[config.mk]
export PLATFORM = sky130hd
export DESIGN_NAME = obl_loader
export DESIGN_NICKNAME = d
export VERILOG_FILES = /design/src/core/obl_pkg.sv /design/src/core/obl_load_if.sv /design/src/core/obl_fetch.sv /design/src/core/obl_loader.sv /design/src/core/obl_shadow.sv
export SDC_FILE = /design/constraint.sdc
export NUM_CORES = 1
export LEC_CHECK = 0
export BUFFER_PORTS_ARGS = -buffer_cell sky130_fd_sc_hd__buf_2
export CELL_PAD_IN_SITES_DETAIL_PLACEMENT = 1
export CELL_PAD_IN_SITES_GLOBAL_PLACEMENT = 2
export CORE_MARGIN = 4
export CORE_UTILIZATION = 30
export CTS_BUF_LIST = sky130_fd_sc_hd__clkbuf_2
export DETAILED_ROUTE_END_ITERATION = 6
export PLACE_DENSITY_LB_ADDON = 0.1
export RECOVER_POWER = 25
export SYNTH_ARGS = -nofsm -noshare
export SYNTH_HDL_FRONTEND = slang
export SYNTH_SLANG_ARGS = --single-unit
[constraint.sdc]
create_clock -name CLK -period 4.55 [get_ports CLK]
set_input_delay 0.2275 -clock CLK [delete_from_list [all_inputs] [get_ports CLK]]
set_output_delay 0.2275 -clock CLK [all_outputs]
set_load 0.02 [all_outputs]
[src/core/obl_pkg.sv]
// shared constants and types of the option byte shadow loader
package obl_pkg;
    localparam int OBL_DATA_W = 8;
    localparam int OBL_REG_AW = 12;
    localparam int OBL_FLASH_AW = 8;
    localparam logic [11:0] OBL_BYTE0_SHADOW_ADDR = 12'hD0E;
    localparam logic [11:0] OBL_BYTE1_SHADOW_ADDR = 12'hD0F;
    localparam logic [11:0] OBL_PROT_STATUS_ADDR = 12'hD0D;
    localparam logic [7:0] OBL_BYTE0_FLASH_ADDR = 8'hFE;
    localparam logic [7:0] OBL_BYTE1_FLASH_ADDR = 8'hFF;
    localparam logic [7:0] OBL_OPT_PRESET = 8'hFF;
    localparam logic [7:0] OBL_BYTE0_WR_MASK = 8'hFF;
    localparam logic [7:0] OBL_BYTE1_WR_MASK = 8'hFC;
    localparam logic [7:0] OBL_ZERO_BYTE = 8'h00;
    localparam logic [1:0] OBL_PROT_RESET = 2'h0;
    localparam int OBL_WATCHDOG_BIT = 7;
    localparam int OBL_PULLUP_MSB = 6;
    localparam int OBL_STACK_BIT = 3;
    localparam int OBL_DIV_BIT = 2;
    localparam int OBL_LOWER_PROT_BIT = 1;
    localparam int OBL_RW_PROT_BIT = 0;
    localparam int OBL_RECOV_LOAD_BIT = 5;
    localparam int OBL_RECOV_DIV_BIT = 0;
    localparam logic OBL_SEL_BYTE0 = 1'b0;
    localparam logic OBL_SEL_BYTE1 = 1'b1;
    typedef enum {
        OBL_IDLE, OBL_ARMED, OBL_REQ0, OBL_CAP0, OBL_REQ1, OBL_CAP1
    } obl_state_type;
endpackage

[src/core/obl_load_if.sv]
// load strobes from the flash sequencer to the shadow registers
`timescale 1ns/1ns
`default_nettype none
interface obl_load_if;
    import obl_pkg::*;
    logic ce;
    logic start;
    logic busy;
    logic strobe;
    logic sel;
    logic [OBL_DATA_W-1:0] data;
    modport seq (input ce, input start, output busy, output strobe, output sel, output data);
    modport sink (input ce, input start, input strobe, input sel, input data);
    modport ctl (output ce, output start, input busy, input strobe, input sel, input data);
endinterface
`default_nettype wire

[src/core/obl_fetch.sv]
// sequencer reading both option bytes from the flash information block
`timescale 1ns/1ns
`default_nettype none
module obl_fetch
    import obl_pkg::*;
(
    input wire logic clk,
    input wire logic rst_n,
    input wire logic tail,
    obl_load_if.seq ld,
    output logic fl_rd,
    output logic [OBL_FLASH_AW-1:0] fl_addr,
    input wire logic [OBL_DATA_W-1:0] fl_rdata
);
    obl_state_type state_reg;

    always_ff @(posedge clk or negedge rst_n) begin
        if (!rst_n) begin
            state_reg <= OBL_ARMED;
        end else if (ld.ce) begin
            case (state_reg)
                OBL_IDLE: begin
                    if (ld.start) begin
                        state_reg <= OBL_ARMED;
                    end
                end
                OBL_ARMED: begin
                    if (tail) begin
                        state_reg <= OBL_REQ0;
                    end
                end
                OBL_REQ0: state_reg <= OBL_CAP0;
                OBL_CAP0: state_reg <= OBL_REQ1;
                OBL_REQ1: state_reg <= OBL_CAP1;
                OBL_CAP1: state_reg <= OBL_IDLE;
                default: state_reg <= OBL_IDLE;
            endcase
        end
    end

    always_comb begin
        fl_rd = ld.ce && (state_reg == OBL_REQ0 || state_reg == OBL_REQ1);
        fl_addr = (state_reg == OBL_REQ1) ? OBL_BYTE1_FLASH_ADDR : OBL_BYTE0_FLASH_ADDR;
    end

    // flash data is valid the cycle after the read request
    assign ld.strobe = ld.ce && (state_reg == OBL_CAP0 || state_reg == OBL_CAP1);
    assign ld.sel = (state_reg == OBL_CAP1) ? OBL_SEL_BYTE1 : OBL_SEL_BYTE0;
    assign ld.data = fl_rdata;
    assign ld.busy = (state_reg != OBL_IDLE);
endmodule
`default_nettype wire

[src/core/obl_loader.sv]
// option byte shadow loader: fetch at reset tail, shadows, protection, register access
// What this block does
// - load options on power-on or enabled recovery reset
// - feature enables come from shadow outputs
// - flash changes apply only after reset
// - some shadows preset at reset start
// - option bytes fetched from FEh and FFh
// - byte 0 shadow unknown until loaded
// - cpu read/write shadows except byte1 bits 1:0
// - byte 0 shadow at address D0Eh
// - byte 0 bit 7 picks watchdog mode
// - byte 0 bits 6:0 active-low pull-ups
// - option byte 1 never programmed by cpu
// - power-on samples protection bits into flops
// - protection flops readable at own address
// - cpu writes to protection flops ignored
// - byte 1 layout: reserved, stack, divide, protects
// - divide select halves crystal when recovery bit0 low
// - stack select limits stack to 8 bits
`timescale 1ns/1ns
`default_nettype none
module obl_loader
    import obl_pkg::*;
(
    input wire logic CLK,
    input wire logic RST_N,
    input wire logic CE,
    input wire logic RESET_TAIL,
    input wire logic RECOVERY_RESET,
    input wire logic [7:0] STOP_RECOVERY_REG,
    output logic RESET_HOLD,
    output logic FL_RD,
    output logic [OBL_FLASH_AW-1:0] FL_ADDR,
    input wire logic [OBL_DATA_W-1:0] FL_RDATA,
    input wire logic [OBL_REG_AW-1:0] REG_ADDR,
    input wire logic REG_WR,
    input wire logic REG_RD,
    input wire logic [OBL_DATA_W-1:0] REG_WDATA,
    output logic [OBL_DATA_W-1:0] REG_RDATA,
    input wire logic CPU_PROG_REQ,
    input wire logic [OBL_FLASH_AW-1:0] CPU_PROG_ADDR,
    output logic CPU_PROG_DENY,
    output logic WATCHDOG_ALWAYS_ON,
    output logic [OBL_PULLUP_MSB:0] PULLUP_EN,
    output logic STACK_8BIT,
    output logic SYSCLK_DIV2,
    output logic LOWER_HALF_PROTECT_N,
    output logic FLASH_RW_PROTECT_N,
    output logic OPT_VALID
);
    obl_load_if ld ();

    logic por_load_reg;
    logic valid_reg;
    logic [1:0] prot_reg;
    logic [OBL_DATA_W-1:0] rdata_reg;
    logic [OBL_DATA_W-1:0] byte0_q;
    logic [OBL_DATA_W-1:0] byte1_q;
    logic recov_start;
    logic byte0_we;
    logic byte1_we;

    assign ld.ce = CE;

    // recovery reset reloads only with its load bit set
    // no other path starts a reload
    assign recov_start = RECOVERY_RESET && STOP_RECOVERY_REG[OBL_RECOV_LOAD_BIT];
    assign ld.start = recov_start && !ld.busy;

    // first load after RST_N release is the power-on load
    always_ff @(posedge CLK or negedge RST_N) begin
        if (!RST_N) begin
            por_load_reg <= 1'b1;
        end else if (CE) begin
            if (ld.strobe && ld.sel == OBL_SEL_BYTE1) begin
                por_load_reg <= 1'b0;
            end
        end
    end

    // shadows are valid after the first complete fetch
    always_ff @(posedge CLK or negedge RST_N) begin
        if (!RST_N) begin
            valid_reg <= 1'b0;
        end else if (CE) begin
            if (ld.strobe && ld.sel == OBL_SEL_BYTE1) begin
                valid_reg <= 1'b1;
            end
        end
    end

    obl_fetch u_fetch (
        .clk(CLK),
        .rst_n(RST_N),
        .tail(RESET_TAIL),
        .ld(ld.seq),
        .fl_rd(FL_RD),
        .fl_addr(FL_ADDR),
        .fl_rdata(FL_RDATA)
    );

    assign byte0_we = CE && REG_WR && REG_ADDR == OBL_BYTE0_SHADOW_ADDR;
    assign byte1_we = CE && REG_WR && REG_ADDR == OBL_BYTE1_SHADOW_ADDR;

    // byte 0 has no reset value
    obl_shadow #(
        .SEL(OBL_SEL_BYTE0),
        .PRESET_EN(1'b0),
        .WR_MASK(OBL_BYTE0_WR_MASK)
    ) u_byte0 (
        .clk(CLK),
        .rst_n(RST_N),
        .ld(ld.sink),
        .cpu_we(byte0_we),
        .cpu_wdata(REG_WDATA),
        .q(byte0_q)
    );

    // byte 1 bits 1:0 not writable
    // byte 1 preset to erased value
    obl_shadow #(
        .SEL(OBL_SEL_BYTE1),
        .PRESET_EN(1'b1),
        .WR_MASK(OBL_BYTE1_WR_MASK)
    ) u_byte1 (
        .clk(CLK),
        .rst_n(RST_N),
        .ld(ld.sink),
        .cpu_we(byte1_we),
        .cpu_wdata(REG_WDATA),
        .q(byte1_q)
    );

    // reset to protected until the power-on sample arrives
    // sample protection bits on power-on load
    always_ff @(posedge CLK or negedge RST_N) begin
        if (!RST_N) begin
            prot_reg <= OBL_PROT_RESET;
        end else if (CE) begin
            if (ld.strobe && ld.sel == OBL_SEL_BYTE1 && por_load_reg) begin
                prot_reg <= {ld.data[OBL_LOWER_PROT_BIT], ld.data[OBL_RW_PROT_BIT]};
            end
        end
    end

    // registered read data, unmapped addresses read zero
    // protection flops readable
    always_ff @(posedge CLK or negedge RST_N) begin
        if (!RST_N) begin
            rdata_reg <= OBL_ZERO_BYTE;
        end else if (CE && REG_RD) begin
            case (REG_ADDR)
                OBL_BYTE0_SHADOW_ADDR: rdata_reg <= byte0_q;
                OBL_BYTE1_SHADOW_ADDR: rdata_reg <= byte1_q;
                OBL_PROT_STATUS_ADDR: rdata_reg <= {6'h00, prot_reg};
                default: rdata_reg <= OBL_ZERO_BYTE;
            endcase
        end
    end
    assign REG_RDATA = rdata_reg;

    // cpu byte-programming of option byte 1 refused
    // reserved bits only reach flash through the in-circuit port
    assign CPU_PROG_DENY = CPU_PROG_REQ && CPU_PROG_ADDR == OBL_BYTE1_FLASH_ADDR;

    assign RESET_HOLD = ld.busy;
    assign OPT_VALID = valid_reg;

    assign WATCHDOG_ALWAYS_ON = ~byte0_q[OBL_WATCHDOG_BIT];
    assign PULLUP_EN = ~byte0_q[OBL_PULLUP_MSB:0];
    assign STACK_8BIT = byte1_q[OBL_STACK_BIT];
    // halving only while recovery bit 0 low
    assign SYSCLK_DIV2 = byte1_q[OBL_DIV_BIT] && !STOP_RECOVERY_REG[OBL_RECOV_DIV_BIT];
    assign LOWER_HALF_PROTECT_N = prot_reg[1];
    assign FLASH_RW_PROTECT_N = prot_reg[0];
endmodule
`default_nettype wire

[src/core/obl_shadow.sv]
// one option byte shadow register with load, preset and masked cpu write
`timescale 1ns/1ns
`default_nettype none
module obl_shadow
    import obl_pkg::*;
#(
    parameter logic SEL = 1'b0,
    parameter bit PRESET_EN = 1'b0,
    parameter logic [7:0] WR_MASK = 8'hFF
) (
    input wire logic clk,
    input wire logic rst_n,
    obl_load_if.sink ld,
    input wire logic cpu_we,
    input wire logic [OBL_DATA_W-1:0] cpu_wdata,
    output logic [OBL_DATA_W-1:0] q
);
    logic [OBL_DATA_W-1:0] q_reg;
    logic [OBL_DATA_W-1:0] q_next;

    // load from flash wins over a cpu write in the same cycle
    always_comb begin
        q_next = q_reg;
        if (PRESET_EN && ld.start) begin
            q_next = OBL_OPT_PRESET;
        end
        if (cpu_we) begin
            q_next = (q_reg & ~WR_MASK) | (cpu_wdata & WR_MASK);
        end
        if (ld.strobe && ld.sel == SEL) begin
            q_next = ld.data;
        end
    end

    generate
        if (PRESET_EN) begin : g_preset
            always_ff @(posedge clk or negedge rst_n) begin
                if (!rst_n) begin
                    q_reg <= OBL_OPT_PRESET;
                end else if (ld.ce) begin
                    q_reg <= q_next;
                end
            end
        end else begin : g_plain
            always_ff @(posedge clk) begin
                if (ld.ce) begin
                    q_reg <= q_next;
                end
            end
        end
    endgenerate

    assign q = q_reg;
endmodule
`default_nettype wire

Word-level counts from Yosys, hierarchy flattened:

Index checks and enable logic that the tools add are counted.

* flip-flop bits (word level): 60
* input port bits: 52

* multiplexer cells: 11
* equality and inequality tests: 14
* bitwise operators: 4
* reductions and logical operators: 26

Operator list (number)
* case mux 32 bit (5 select lines): 1
* equality test 32 x 3 -> 1 bit, second input constant: 3
* equality test 32 x 2 -> 1 bit, second input constant: 2
* equality test 32 x 4 -> 1 bit, second input constant: 2
* 2-to-1 mux 32 bit: 2
* 2-to-1 mux 8 bit: 5
* equality test 12 bit, second input constant: 3
* equality test 32 x 1 -> 1 bit, second input constant: 1
* logical NOT 32 bit: 1
* nonzero test 32 bit: 1
* case mux 8 bit (3 select lines): 1
* logical AND 1 bit: 13
* equality test 8 bit, second input constant: 1
* bitwise OR 2 x 8 -> 8 bit: 1
* AND reduction 2 bit: 4
* inverter 7 bit: 1
* inequality test 2 bit, second input constant: 2
* AND reduction 3 bit: 1
* nonzero test 3 bit: 1
* logical NOT 1 bit: 2
* logical OR 1 bit: 2
* 2-to-1 mux 1 bit: 2
* inverter 1 bit: 2
* nonzero test 2 bit: 1

Longest topological paths before layout:

Gate-level depths: netlist (run 1).

* depth after elaboration: 6
* gate-level depth with buffers: 5
* mapped depth without buffers: 4

By module:

From an unflattened synthesis (run 1), not the netlist that was laid out.

* cell total of the unflattened synthesis: 176
* area, all modules: 1889.3 um2

By module, submodules not included
* obl_loader: area each 705.7 um2, sequential area each 301.5 um2, instances 1, cells an instance 75
* obl_shadow at u_byte1: area each 442.9 um2, sequential area each 210.2 um2, instances 1, cells an instance 40
* obl_shadow at u_byte0: area each 396.6 um2, sequential area each 240.2 um2, instances 1, cells an instance 20
* obl_fetch: area each 344.1 um2, sequential area each 76.3 um2, instances 1, cells an instance 41

Least setup slack after synthesis (run 1):

No wires, ideal clock.

* path type: input port to flip-flop
* start point: input REG_ADDR[5]
* end point: register u_byte0.q_reg[0] (netlist: u_byte0.q[0]) (enable)
* arrival time: 1.624 ns
* buffers on the path: 0
* stages: 3
* setup slack: 2.528 ns
* setup time: 0.398 ns
* data required time: 4.152 ns
* cell sequence: nor4_2 -> nand3_1 -> o41ai_1

* cells in the longest elaborated chain, start to end: 4

Ends and longest elaborated chain
* start, declared: RTL line obl_loader.sv:35 `input wire logic [OBL_REG_AW-1:0] REG_ADDR,`
* equality test 12 bit: RTL line obl_loader.sv:102 `assign byte0_we = CE && REG_WR && REG_ADDR == OBL_BYTE0_SHADOW_ADDR;`
* logical AND 1 bit: RTL line obl_loader.sv:102
* nonzero test 2 bit (no line)
* AND reduction 2 bit (no line)
* end signal, assigned: RTL line obl_shadow.sv:47 `q_reg <= q_next;`
* end, declared: RTL line obl_shadow.sv:18 `logic [OBL_DATA_W-1:0] q_reg;`

No other way between the ends.
A chain may end at the register's enable or synchronous reset.

Worst setup path after layout (run 1):

* start point: register u_fetch.state_reg[0]
* end point: register u_byte1.q_reg[5] (netlist: u_byte1.q[5])

* cells in the longest elaborated chain, start to end: 6

Ends and longest elaborated chain
* start, declared: RTL line obl_fetch.sv:15 `obl_state_type state_reg;`
* start signal, assigned: RTL line obl_fetch.sv:19 `state_reg <= OBL_ARMED;`
* start signal, assigned: RTL line obl_fetch.sv:24 `state_reg <= OBL_ARMED;`
* start signal, assigned: RTL line obl_fetch.sv:29 `state_reg <= OBL_REQ0;`
* equality test 32 x 3 -> 1 bit / equality test 32 x 4 -> 1 bit (equally long branches): RTL line obl_fetch.sv:47, obl_fetch.sv:48
* logical OR 1 bit: RTL line obl_fetch.sv:47 `assign ld.strobe = ld.ce && (state_reg == OBL_CAP0 || state_reg == OBL_CAP1);`
* logical AND 1 bit: RTL line obl_fetch.sv:47
* logical AND 1 bit: RTL line obl_shadow.sv:30 `if (ld.strobe && ld.sel == SEL) begin`
* nonzero test 3 bit (no line)
* AND reduction 2 bit (no line)
* end signal, assigned: RTL line obl_shadow.sv:41 `q_reg <= q_next;`
* end, declared: RTL line obl_shadow.sv:18

Several ways; a longest one is shown, not always the timed one.

==> metrics.txt, run 1 <==
Slew @ Worst Pin=between 1000 and 1500 ps; Most used DFF post-synth=dfrtp_1; per-cell routed wire length=15.91 um; Worst Hold Class=input port to register; Largest stage delay, worst path=670 ps; Global Route Usage Sum=approximately 14%; Crit Path Category=register to register; synthesized cell area=approximately 1800 um2; PostCTS Resize Cnt=0; ANT cells=0; first-pass GRT wire length=7.941 mm; CTS tree=yes; crit path buf inv count=0; layout cells sized above 1=~48%; fillers=678; Clock Root Buffer=clkbuf_2; Final TNS setup=0 ps; Chip Width=between 80 and 90 um; Top delay family on crit path=simple AND/OR/NAND/NOR gates; Clock Sinks=31; postcts setup bufs=0; status=completed; total gr overflow=0; Final Setup Violations=0; fmax=roughly 510 MHz; Row Count=27; Skew-Pair Late Insertion Delay=~380 ps; Inserted Clock Buffers=5; P per Cell Area=roughly 370 nW/um2; Via density=4.812; Die Height=84.82 um; die area=7194 um2; DR pass1 iterations=3; final slew viol count=0; synth warn=0; Port Buffers=70; clk_skew=28.68 ps; largest net degree at the start of global routing=24; CP Capture Type=register; initial core utilization=31.57%; Synth cell types=45; post-route clock period utilization=43.38%; Core Util, Final=39.09%; maximum vdd drop=between 0.00015 and 0.0002 V; Max-slew headroom=15.82%; dpl hpwl=3.786 mm; Hold Worst Slack=between 90 and 100 ps; FFs w/ async S/R, synth=74.19%; max-cap viol count=0; final hold violation count=0; CTS HTree Levels=2; Via Count=1458; RSZ-0062 raised after global routing=false; CP max stage cell=dfstp_2; Post-Route WL=4.820 mm; vias in the first global route=1606; Startpoint Class=register; core box area=5608 um2; DRT iter0 DRCs=48; EDFF count, synth=8; crit path max fanout=12; Seq/Total Area, Yosys=46.78%; Syn-to-layout area delta=23.82%; clk slew on worst S/H paths=150 ps; antenna viol nets, final=0; gp weighted congestion=roughly 0.76; Critical Path RT=a little under 5000 ps; fin nets=about 280; # DRC=0; register bit total from synthesis=31; initial antenna violation count=0; Syn Inst Count=161; Clock Path Buffers=2; crit path cell chain=and3b_1, nand2_1, a2bb2oi_1, mux2_4; fin crit period=1974 ps; WP data arrival=roughly 2300 ps; cts hold-fix bufs=1; synthesized area per cell=11.00 um2; # IOs=84; Pleak=1.068 nW
report_power, final:
part / internal, mW / switching, mW / total [mW] / leakage (nW)
clock network: 0.0377 / 0.0955 / 0.133 / 0.0304
logic: 0.131 / 0.144 / 0.275 / 0.682
registers: 0.348 / 0.0562 / 0.404 / 0.355
stage by stage:
stage | power, mW | instances | cell area [um2] | setup slack (ps)
2_1_floorplan | 0.6039 | 167 | 1793 | 2528
3_3_place_gp | 0.6762 | 294 | 2145 | 2343
3_5_place_dp | 0.6902 | 294 | 2145 | 2302
4_1_cts | 0.8284 | 303 | 2193 | 2555
5_1_grt | 0.8741 | 303 | 2192 | 2410
6_report | 0.8128 | 303 | 2192 | 2576
cell families after synthesis:
kind of cell           synth area share [%]
AND/OR/NAND/NOR                       16.96
flip-flops                            46.78
AO/OA/AOI/OAI                         11.45
multiplexers                          16.96
buffers and inverters                 7.138
XOR/XNOR                             0.4948
other                                0.2118
cell usage in the layout (no fill, tap or decap), types with 2 or more instances in the layout:
cell type  count
o22a_1         2
and4b_1        2
o21ai_0        3
nor2b_1        3
a22o_1         2
nand2_1       17
nand3_1        3
mux2_2        12
clkbuf_2       6
inv_1          8
nor3b_1        2
mux2i_1        6
edfxtp_1       8
nand2b_1       2
dfstp_2       10
dfrtp_1       13
conb_1         7
mux2_4         7
a22oi_1        2
buf_2         69
a2bb2oi_1      6
nor2_1        10
o21ai_1        6
nand4_1        2
final cells by class:
| class | count | area [um2] | share of cell area [%] |
|---|---|---|---|
| Inverter | 8 | 30.03 | 1.370 |
| Multi-Input combinational cell | 113 | 845.8 | 38.58 |
| Timing Repair Buffer | 71 | 359.1 | 16.38 |
| Sequential cell | 31 | 828.3 | 37.79 |
| Clock inverter | 2 | 8.758 | 0.3995 |
| Tap cell | 72 | 90.09 | 4.110 |
| Clock buffer | 6 | 30.03 | 1.370 |
per-layer routing:
layer,vias to the layer above,GRT usage (%),part of all wire [%]
met3,10,3.592,5.5
met5,-,0,0
met1,708,15.40,39
met4,0,6.763,2.2
met2,41,26.05,54
li1,699,-,-
cell usage after synthesis (all sizes together), types with 2 or more instances:
| library cell | instances | area [um2] |
|---|---|---|
| a2bb2oi | 6 | 52.55 |
| a21oi | 2 | 21.27 |
| edfxtp | 8 | 240.2 |
| nand2b | 2 | 12.51 |
| dfstp | 10 | 262.8 |
| nor4 | 2 | 18.77 |
| mux2 | 19 | 240.2 |
| mux2i | 6 | 60.06 |
| clkbuf | 2 | 7.510 |
| nand2 | 17 | 63.81 |
| a22o | 2 | 17.52 |
| o22a | 2 | 17.52 |
| nor2 | 11 | 48.80 |
| inv | 8 | 30.03 |
| nor3b | 2 | 15.01 |
| buf | 13 | 88.83 |
| and4b | 2 | 20.02 |
| nand3 | 4 | 25.02 |
| dfrtp | 13 | 325.3 |
| o21ai | 9 | 45.04 |
| nor2b | 3 | 18.77 |
| or3 | 2 | 17.52 |
| nand4 | 2 | 12.51 |
| a22oi | 2 | 15.01 |
path summary, 6_finish.rpt:
check / start / slack, ps / cells after the start / end
max in group asynchronous: RST_N / 3160 / 2 / REG_RDATA[3]$_DFFE_PN0P_
worst min register to register: OPT_VALID$_DFFE_PN0P_ / 490 / 1 / OPT_VALID$_DFFE_PN0P_
worst max register to register: u_fetch.state_reg[0]$_DFFE_PN1P_ / 2580 / 4 / u_byte1.q[5]$_DFFE_PN1P_
worst max-delay path: u_fetch.state_reg[0]$_DFFE_PN1P_ / 2580 / 4 / u_byte1.q[5]$_DFFE_PN1P_
min in group asynchronous: RST_N / 620 / 2 / REG_RDATA[7]$_DFFE_PN0P_
worst min-delay path: FL_RDATA[0] / 100 / 2 / u_byte1.q[0]$_DFFE_PN1P_
(Power assumes the default switching activity.)
==> run 2, diff against run 1 <==
--- a/config.mk
+++ b/config.mk
@@ -9,7 +9,7 @@
 export CELL_PAD_IN_SITES_DETAIL_PLACEMENT = 1
 export CELL_PAD_IN_SITES_GLOBAL_PLACEMENT = 2
 export CORE_MARGIN = 4
-export CORE_UTILIZATION = 30
+export CORE_UTILIZATION = 25
 export CTS_BUF_LIST = sky130_fd_sc_hd__clkbuf_2
 export DETAILED_ROUTE_END_ITERATION = 6
 export PLACE_DENSITY_LB_ADDON = 0.1
==> constraint.sdc (replaced) <==
create_clock -name CLK -period 1.6 [get_ports CLK]
set_input_delay 0.08 -clock CLK [delete_from_list [all_inputs] [get_ports CLK]]
set_output_delay 0.08 -clock CLK [all_outputs]
set_load 0.02 [all_outputs]
==> run 2 against run 1 <==
Total power grew to 3.1 times the previous value. Clock power rose to 2.8 times the previous value. Cell area is 10% higher. First-iteration DRC count decreased by 15%. Routed wire length increased by 11%. Flip-flop and latch count unchanged. Die area increased by 18%. Critical path depth rose by 1. Setup slack lost 2500 ps. Highest routed layer unchanged.
==> metrics.txt, run 2 (same netlist as run 1, synthesis figures left out) <==
initial core utilization=25.92%; antenna viol nets, final=0; vias in the first global route=1773; Hold Worst Slack=36.30 ps; Via Count=about 1.5k; crit path cell chain=buf_4, nand4bb_1, a21oi_4, nor2_4, mux2_4; status=completed; Die Height=92.16 um; most frequent cells in the layout=69 x buf_2, 16 x nand2_1, 15 x buf_4; DR pass1 iterations=4; CP Capture Type=register; maximum vdd drop=0.0004855 V; final slew viol count=0; ANT cells=0; worst hold stages=2; R2R depth=5; layout cells sized above 1=51.38%; Crit Path Category=register to register; crit path max fanout=6; P per Cell Area=between 1000 and 1500 nW/um2; Skew-Pair Late Insertion Delay=350 ps; Global Route Usage Sum=12.82%; initial antenna violation count=0; Max-slew headroom=10.12%; commonest non-fill, non-tap cell in the layout=buf_2; Final Setup Violations=0; die area=8493 um2; CP max stage cell=dfrtp_1; CTS HTree Levels=2; first-pass GRT wire length=8.466 mm; RSZ-0062 raised after global routing=true; fin worst setup slack=roughly 61 ps; Via density=4.415; DRT iter0 DRCs=41; Largest stage delay, worst path=approximately 440 ps; max-cap viol count=0; CTS tree=yes; dpl hpwl=4.325 mm; core box area=6832 um2; pre-CTS WS=52.16 ps; per-cell routed wire length=~15 um; gp weighted congestion=0.7355; largest net degree at the start of global routing=24; # DRC=0; # IOs=84; Clock Path Buffers=2; fillers=approximately 830; WP data arrival=1810 ps; Post-Route WL=5.336 mm; Chip Width=92.16 um; Inserted Clock Buffers=5; Row Count=30; Core Util, Final=35.29%; Finished Cell Area=2411 um2; fin nets=304; Worst Hold Class=input port to register; Startpoint Class=register; Critical Path RT=1870 ps; final hold violation count=0; clk_skew=23.57 ps; Pleak=1.179 nW; post-route clock period utilization=96.18%; Final TNS setup=0 ps; clk slew on worst S/H paths=160 ps; total gr overflow=0; Syn-to-layout area delta=36.18%; Port Buffers=70; fmax=649.8 MHz; Clock Sinks=31; Placement Cell Area=2280 um2; fin crit period=1539 ps; Clock Root Buffer=clkbuf_2; Slew @ Worst Pin=1348 ps
run 2: report_power, final:
| group | total, mW | internal [mW] | switching, mW |
|---|---|---|---|
| registers | 1.08 | 0.990 | 0.0893 |
| logic | 1.10 | 0.551 | 0.545 |
| clock network | 0.373 | 0.108 | 0.265 |
| total | 2.55 | 1.65 | 0.900 |
run 2: timing repair:
action / 4_1_cts / 5_1_grt
setup endpoints to repair: 1 / 7
gates cloned: 0 / 1
pin swaps: 0 / 2
hold buffers: 3 / 2
setup buffers: 1 / 2
endpoints found under the hold margin: 16 / 2
resized for setup: 0 / 5
run 2: critical path: cells and delay by family (launching register included):
family	cells	cell delay (ps)
AND/OR/NAND/NOR	2	340
multiplexers	1	310
flip-flops	1	440
AO/OA/AOI/OAI	1	210
buffers and inverters	1	150
run 2: through the flow:
step           power [mW]  std cells
3_3_place_gp        2.026        332
2_1_floorplan       1.720        167
3_5_place_dp        2.076        332
5_1_grt             2.714        349
4_1_cts             2.474        344
6_report            2.548        349
run 2: cell type report:
class | instances | area [um2] | share of cell area [%]
Sequential cell | 31 | 828.3 | 34.35
Inverter | 8 | 30.03 | 1.245
Clock inverter | 2 | 8.758 | 0.3633
Clock buffer | 6 | 30.03 | 1.245
Multi-Input combinational cell | 113 | 848.3 | 35.18
Timing Repair Buffer | 93 | 545.5 | 22.63
Tap cell | 96 | 120.1 | 4.982
run 2: path summary, 6_finish.rpt:
kind | startpoint | end | slack, ps
hold reg to reg | OPT_VALID$_DFFE_PN0P_ | OPT_VALID$_DFFE_PN0P_ | 480
setup / recovery | u_fetch.state_reg[2]$_DFFE_PN0P_ | u_byte1.q[2]$_DFFE_PN1P_ | 60
setup reg to reg | u_fetch.state_reg[2]$_DFFE_PN0P_ | u_byte1.q[2]$_DFFE_PN1P_ | 60
hold / removal | REG_WDATA[0] | u_byte0.q[0]$_DFFE_PP_ | 40
max in group asynchronous | RST_N | OPT_VALID$_DFFE_PN0P_ | 250
min in group asynchronous | RST_N | REG_RDATA[4]$_DFFE_PN0P_ | 540
run 2: metal layers:
layer	global-route usage [%]	vias up	wire length [um]
li1	-	742	-
met1	13.31	756	1973
met3	3.692	4	300
met2	24.45	39	3016
met4	4.208	0	46
met5	0	-	0
==> run 3, diff against run 2 <==
--- a/config.mk
+++ b/config.mk
@@ -9,11 +9,12 @@
 export CELL_PAD_IN_SITES_DETAIL_PLACEMENT = 1
 export CELL_PAD_IN_SITES_GLOBAL_PLACEMENT = 2
 export CORE_MARGIN = 4
-export CORE_UTILIZATION = 25
+export CORE_UTILIZATION = 26
 export CTS_BUF_LIST = sky130_fd_sc_hd__clkbuf_2
 export DETAILED_ROUTE_END_ITERATION = 6
 export PLACE_DENSITY_LB_ADDON = 0.1
 export RECOVER_POWER = 25
 export SYNTH_ARGS = -nofsm -noshare
 export SYNTH_HDL_FRONTEND = slang
+export SYNTH_HIERARCHICAL = 1
 export SYNTH_SLANG_ARGS = --single-unit
==> run 3 against run 2 <==
The run now ends with setup timing left. Routed wire length is 4.1% higher. Cell count is 8.6% higher. Core utilization is 4.9 points higher. Maximum frequency is 8.6% lower. Register-to-register slack worse by 150 ps. Sequential power is 12% higher. Combinational power is 25% higher. Non-clock buffer count is 19 higher. Die area is 2.4% higher. Clock skew is 16 ps lower. Clock power is 5.6% higher. Sequential share of layout area is 4.6 points lower. Largest cell class unchanged. Highest routed layer unchanged.
==> metrics.txt, run 3 <==
Yosys top cell by area=dfrtp_1; R2R depth=6; adder-cell share of the synthesized area=0%; Setup crit end=u_byte1/q[7]$_DFFE_PN1P_; CP Capture Type=register; Chip Width=93.25 um; dpl hpwl=4.201 mm; Hold Worst Slack=32.45 ps; DRT iter0 DRCs=24; status=finished with violations; post-route clock period utilization=105.3%; layout cells sized above 1=51.94%; fin worst setup slack=-84.49 ps; per-cell routed wire length=14.65 um; synth warn=6; most frequent cells in the layout=68 x buf_2, 18 x buf_4, 17 x dlygate4sd3_1; initial antenna violation count=0; Synth area leaders=dfrtp_1 17%, dfstp_2 14%, edfxtp_1 13%, buf_4 6.4%, mux2_4 6.4%; die area=8695 um2; Die Height=just over 90 um; Via density=4.417; CTS tree=yes; area of the multi-input gates=approximately 1000 um2; Critical Path RT=1920 ps; mux share of post-synthesis cell area=15.50%; CTS HTree Levels=2; Pleak=1.330 nW; DR pass1 iterations=4; Row Count=30; Simple-Gate Fraction of Synth Area=19.27%; fin crit period=roughly 1700 ps; Most used DFF post-synth=dfrtp_1; initial core utilization=27.21%; Skew-Pair Late Insertion Delay=~370 ps; ANT cells=0; Clock Path Buffers=2; Slew @ Worst Pin=1353 ps; final slew viol count=0; RSZ-0062 raised after global routing=true; largest family of logic cells by synthesized area=simple AND/OR/NAND/NOR gates; WP data arrival=approximately 2000 ps; most instantiated library cell after synthesis=buf_4; largest net degree at the start of global routing=24; crit path launch=u_fetch/state_reg[0]$_DFFE_PN1P_; Synth Area in Compound Gates=10.79%; Syn-to-layout area delta=47.68%; Final Setup Violations=20; clk_skew=roughly 7.8 ps; Final TNS setup=-829.9 ps; Commonest cells post-synth=16 x buf_4, 13 x dfrtp_1, 13 x nand2_1; worst r2r src=u_fetch/state_reg[0]$_DFFE_PN1P_; # DRC=0; Crit Path Category=register to register; final hold violation count=0; total gr overflow=0; Clock Root Buffer=clkbuf_2; Via Count=1674; fillers=about 800; Synth Area in XOR/XNOR=less than 1%; commonest non-fill, non-tap cell in the layout=buf_2; Clock Sinks=31; Inserted Clock Buffers=5; area occupied by registers=830.8 um2; top cell type's share of synthesized area=17.22%; clk slew on worst S/H paths=180 ps; Startpoint Class=register; Synth cell types=46; Worst Hold Class=input port to register; synthesized area per cell=10.73 um2; FF-to-FF End=u_byte1/q[7]$_DFFE_PN1P_; Global Route Usage Sum=between 10% and 20%; failing checks=setup timing; P per Cell Area=around 1100 nW/um2; EDFF count, synth=8; worst hold stages=2; max-cap viol count=0; FFs w/ async S/R, synth=74.19%; fmax=593.7 MHz; vias in the first global route=1757; gp weighted congestion=0.7508; Post-Route WL=5.554 mm; core box area=6944 um2; crit path max fanout=5; antenna viol nets, final=0; maximum vdd drop=0.0007331 V; Seq/Total Area, Yosys=43.84%; first-pass GRT wire length=~9 mm; # IOs=84; Port Buffers=70; Syn Inst Count=176; Reg2Reg Setup Slack=-80 ps; fin nets=~330; register bit total from synthesis=31; total chip power=slightly below 3 mW; synthesized cell area=1889 um2; Max-slew headroom=9.770%
[run 3: worst min path at each step]
stage / startpoint / to / slack [ps]
2_1_floorplan: RST_N / OPT_VALID$_DFFE_PN0P_ / -220
3_3_place_gp: RST_N / REG_RDATA[0]$_DFFE_PN0P_ / 100
3_5_place_dp: RST_N / REG_RDATA[0]$_DFFE_PN0P_ / 110
4_1_cts: REG_WDATA[5] / u_byte0/q[5]$_DFFE_PP_ / 2
5_1_grt: FL_RDATA[6] / u_byte0/q[6]$_DFFE_PP_ / 2
6_report: FL_RDATA[6] / u_byte0/q[6]$_DFFE_PP_ / 30
[run 3: cells by family after synthesis]
logic type | after synthesis
AND/OR/NAND/NOR | 59
flip-flops | 31
other | 1
multiplexers | 24
buffers and inverters | 31
AO/OA/AOI/OAI | 29
XOR/XNOR | 1
[run 3: repair_timing]
action / CTS / global route
pin swaps: 6 / 3
hold buffers: 8 / 9
gates resized for setup: 11 / 5
buffers inserted: 8 / 2
cloned: 1 / 0
endpoints found under the hold margin: 21 / 5
setup endpoints to repair: 26 / 29
[run 3: per-layer routing]
metal  share of wire, %  wire length (um)  GRT usage (%)
met1                 45              2493          15.83
met2                 47              2635          22.33
met3                5.5               303          3.138
met4                2.2               122          4.029
met5                  0                 0              0
[run 3: through the flow]
stage / util, % / area [um2] / setup slack (ps) / instances
finish: 40.18 / 2790 / -84.49 / 379
global route: 40.18 / 2790 / -120.5 / 379
CTS: 38.25 / 2656 / -71.62 / 368
detailed placement: 35.21 / 2445 / -163.3 / 344
global placement: 35.21 / 2445 / -111.4 / 344
floorplan: - / 2011 / -264.3 / 182
[run 3: final cells by class]
type	instances	share of cell area, %
Multi-Input combinational cell	121	35.87
Sequential cell	31	29.78
Timing Repair Buffer	112	27.13
Tap cell	96	4.305
Inverter	11	1.480
Clock buffer	5	0.8969
Clock inverter	3	0.5381
[run 3: where the power goes]
group | total [mW] | switching [mW] | internal (mW)
Clock | 0.394 | 0.296 | 0.0974
Combinational | 1.37 | 0.592 | 0.782
Sequential | 1.21 | 0.154 | 1.06
Total | 2.98 | 1.04 | 1.94
[run 3: critical path, cell delays in order, from the launching register on]
cell and delay (ps):
dfstp_2 610, buf_6 110, or3_4 130, nor2_4 40, o31ai_4 290, buf_12 160
mux2_4 300
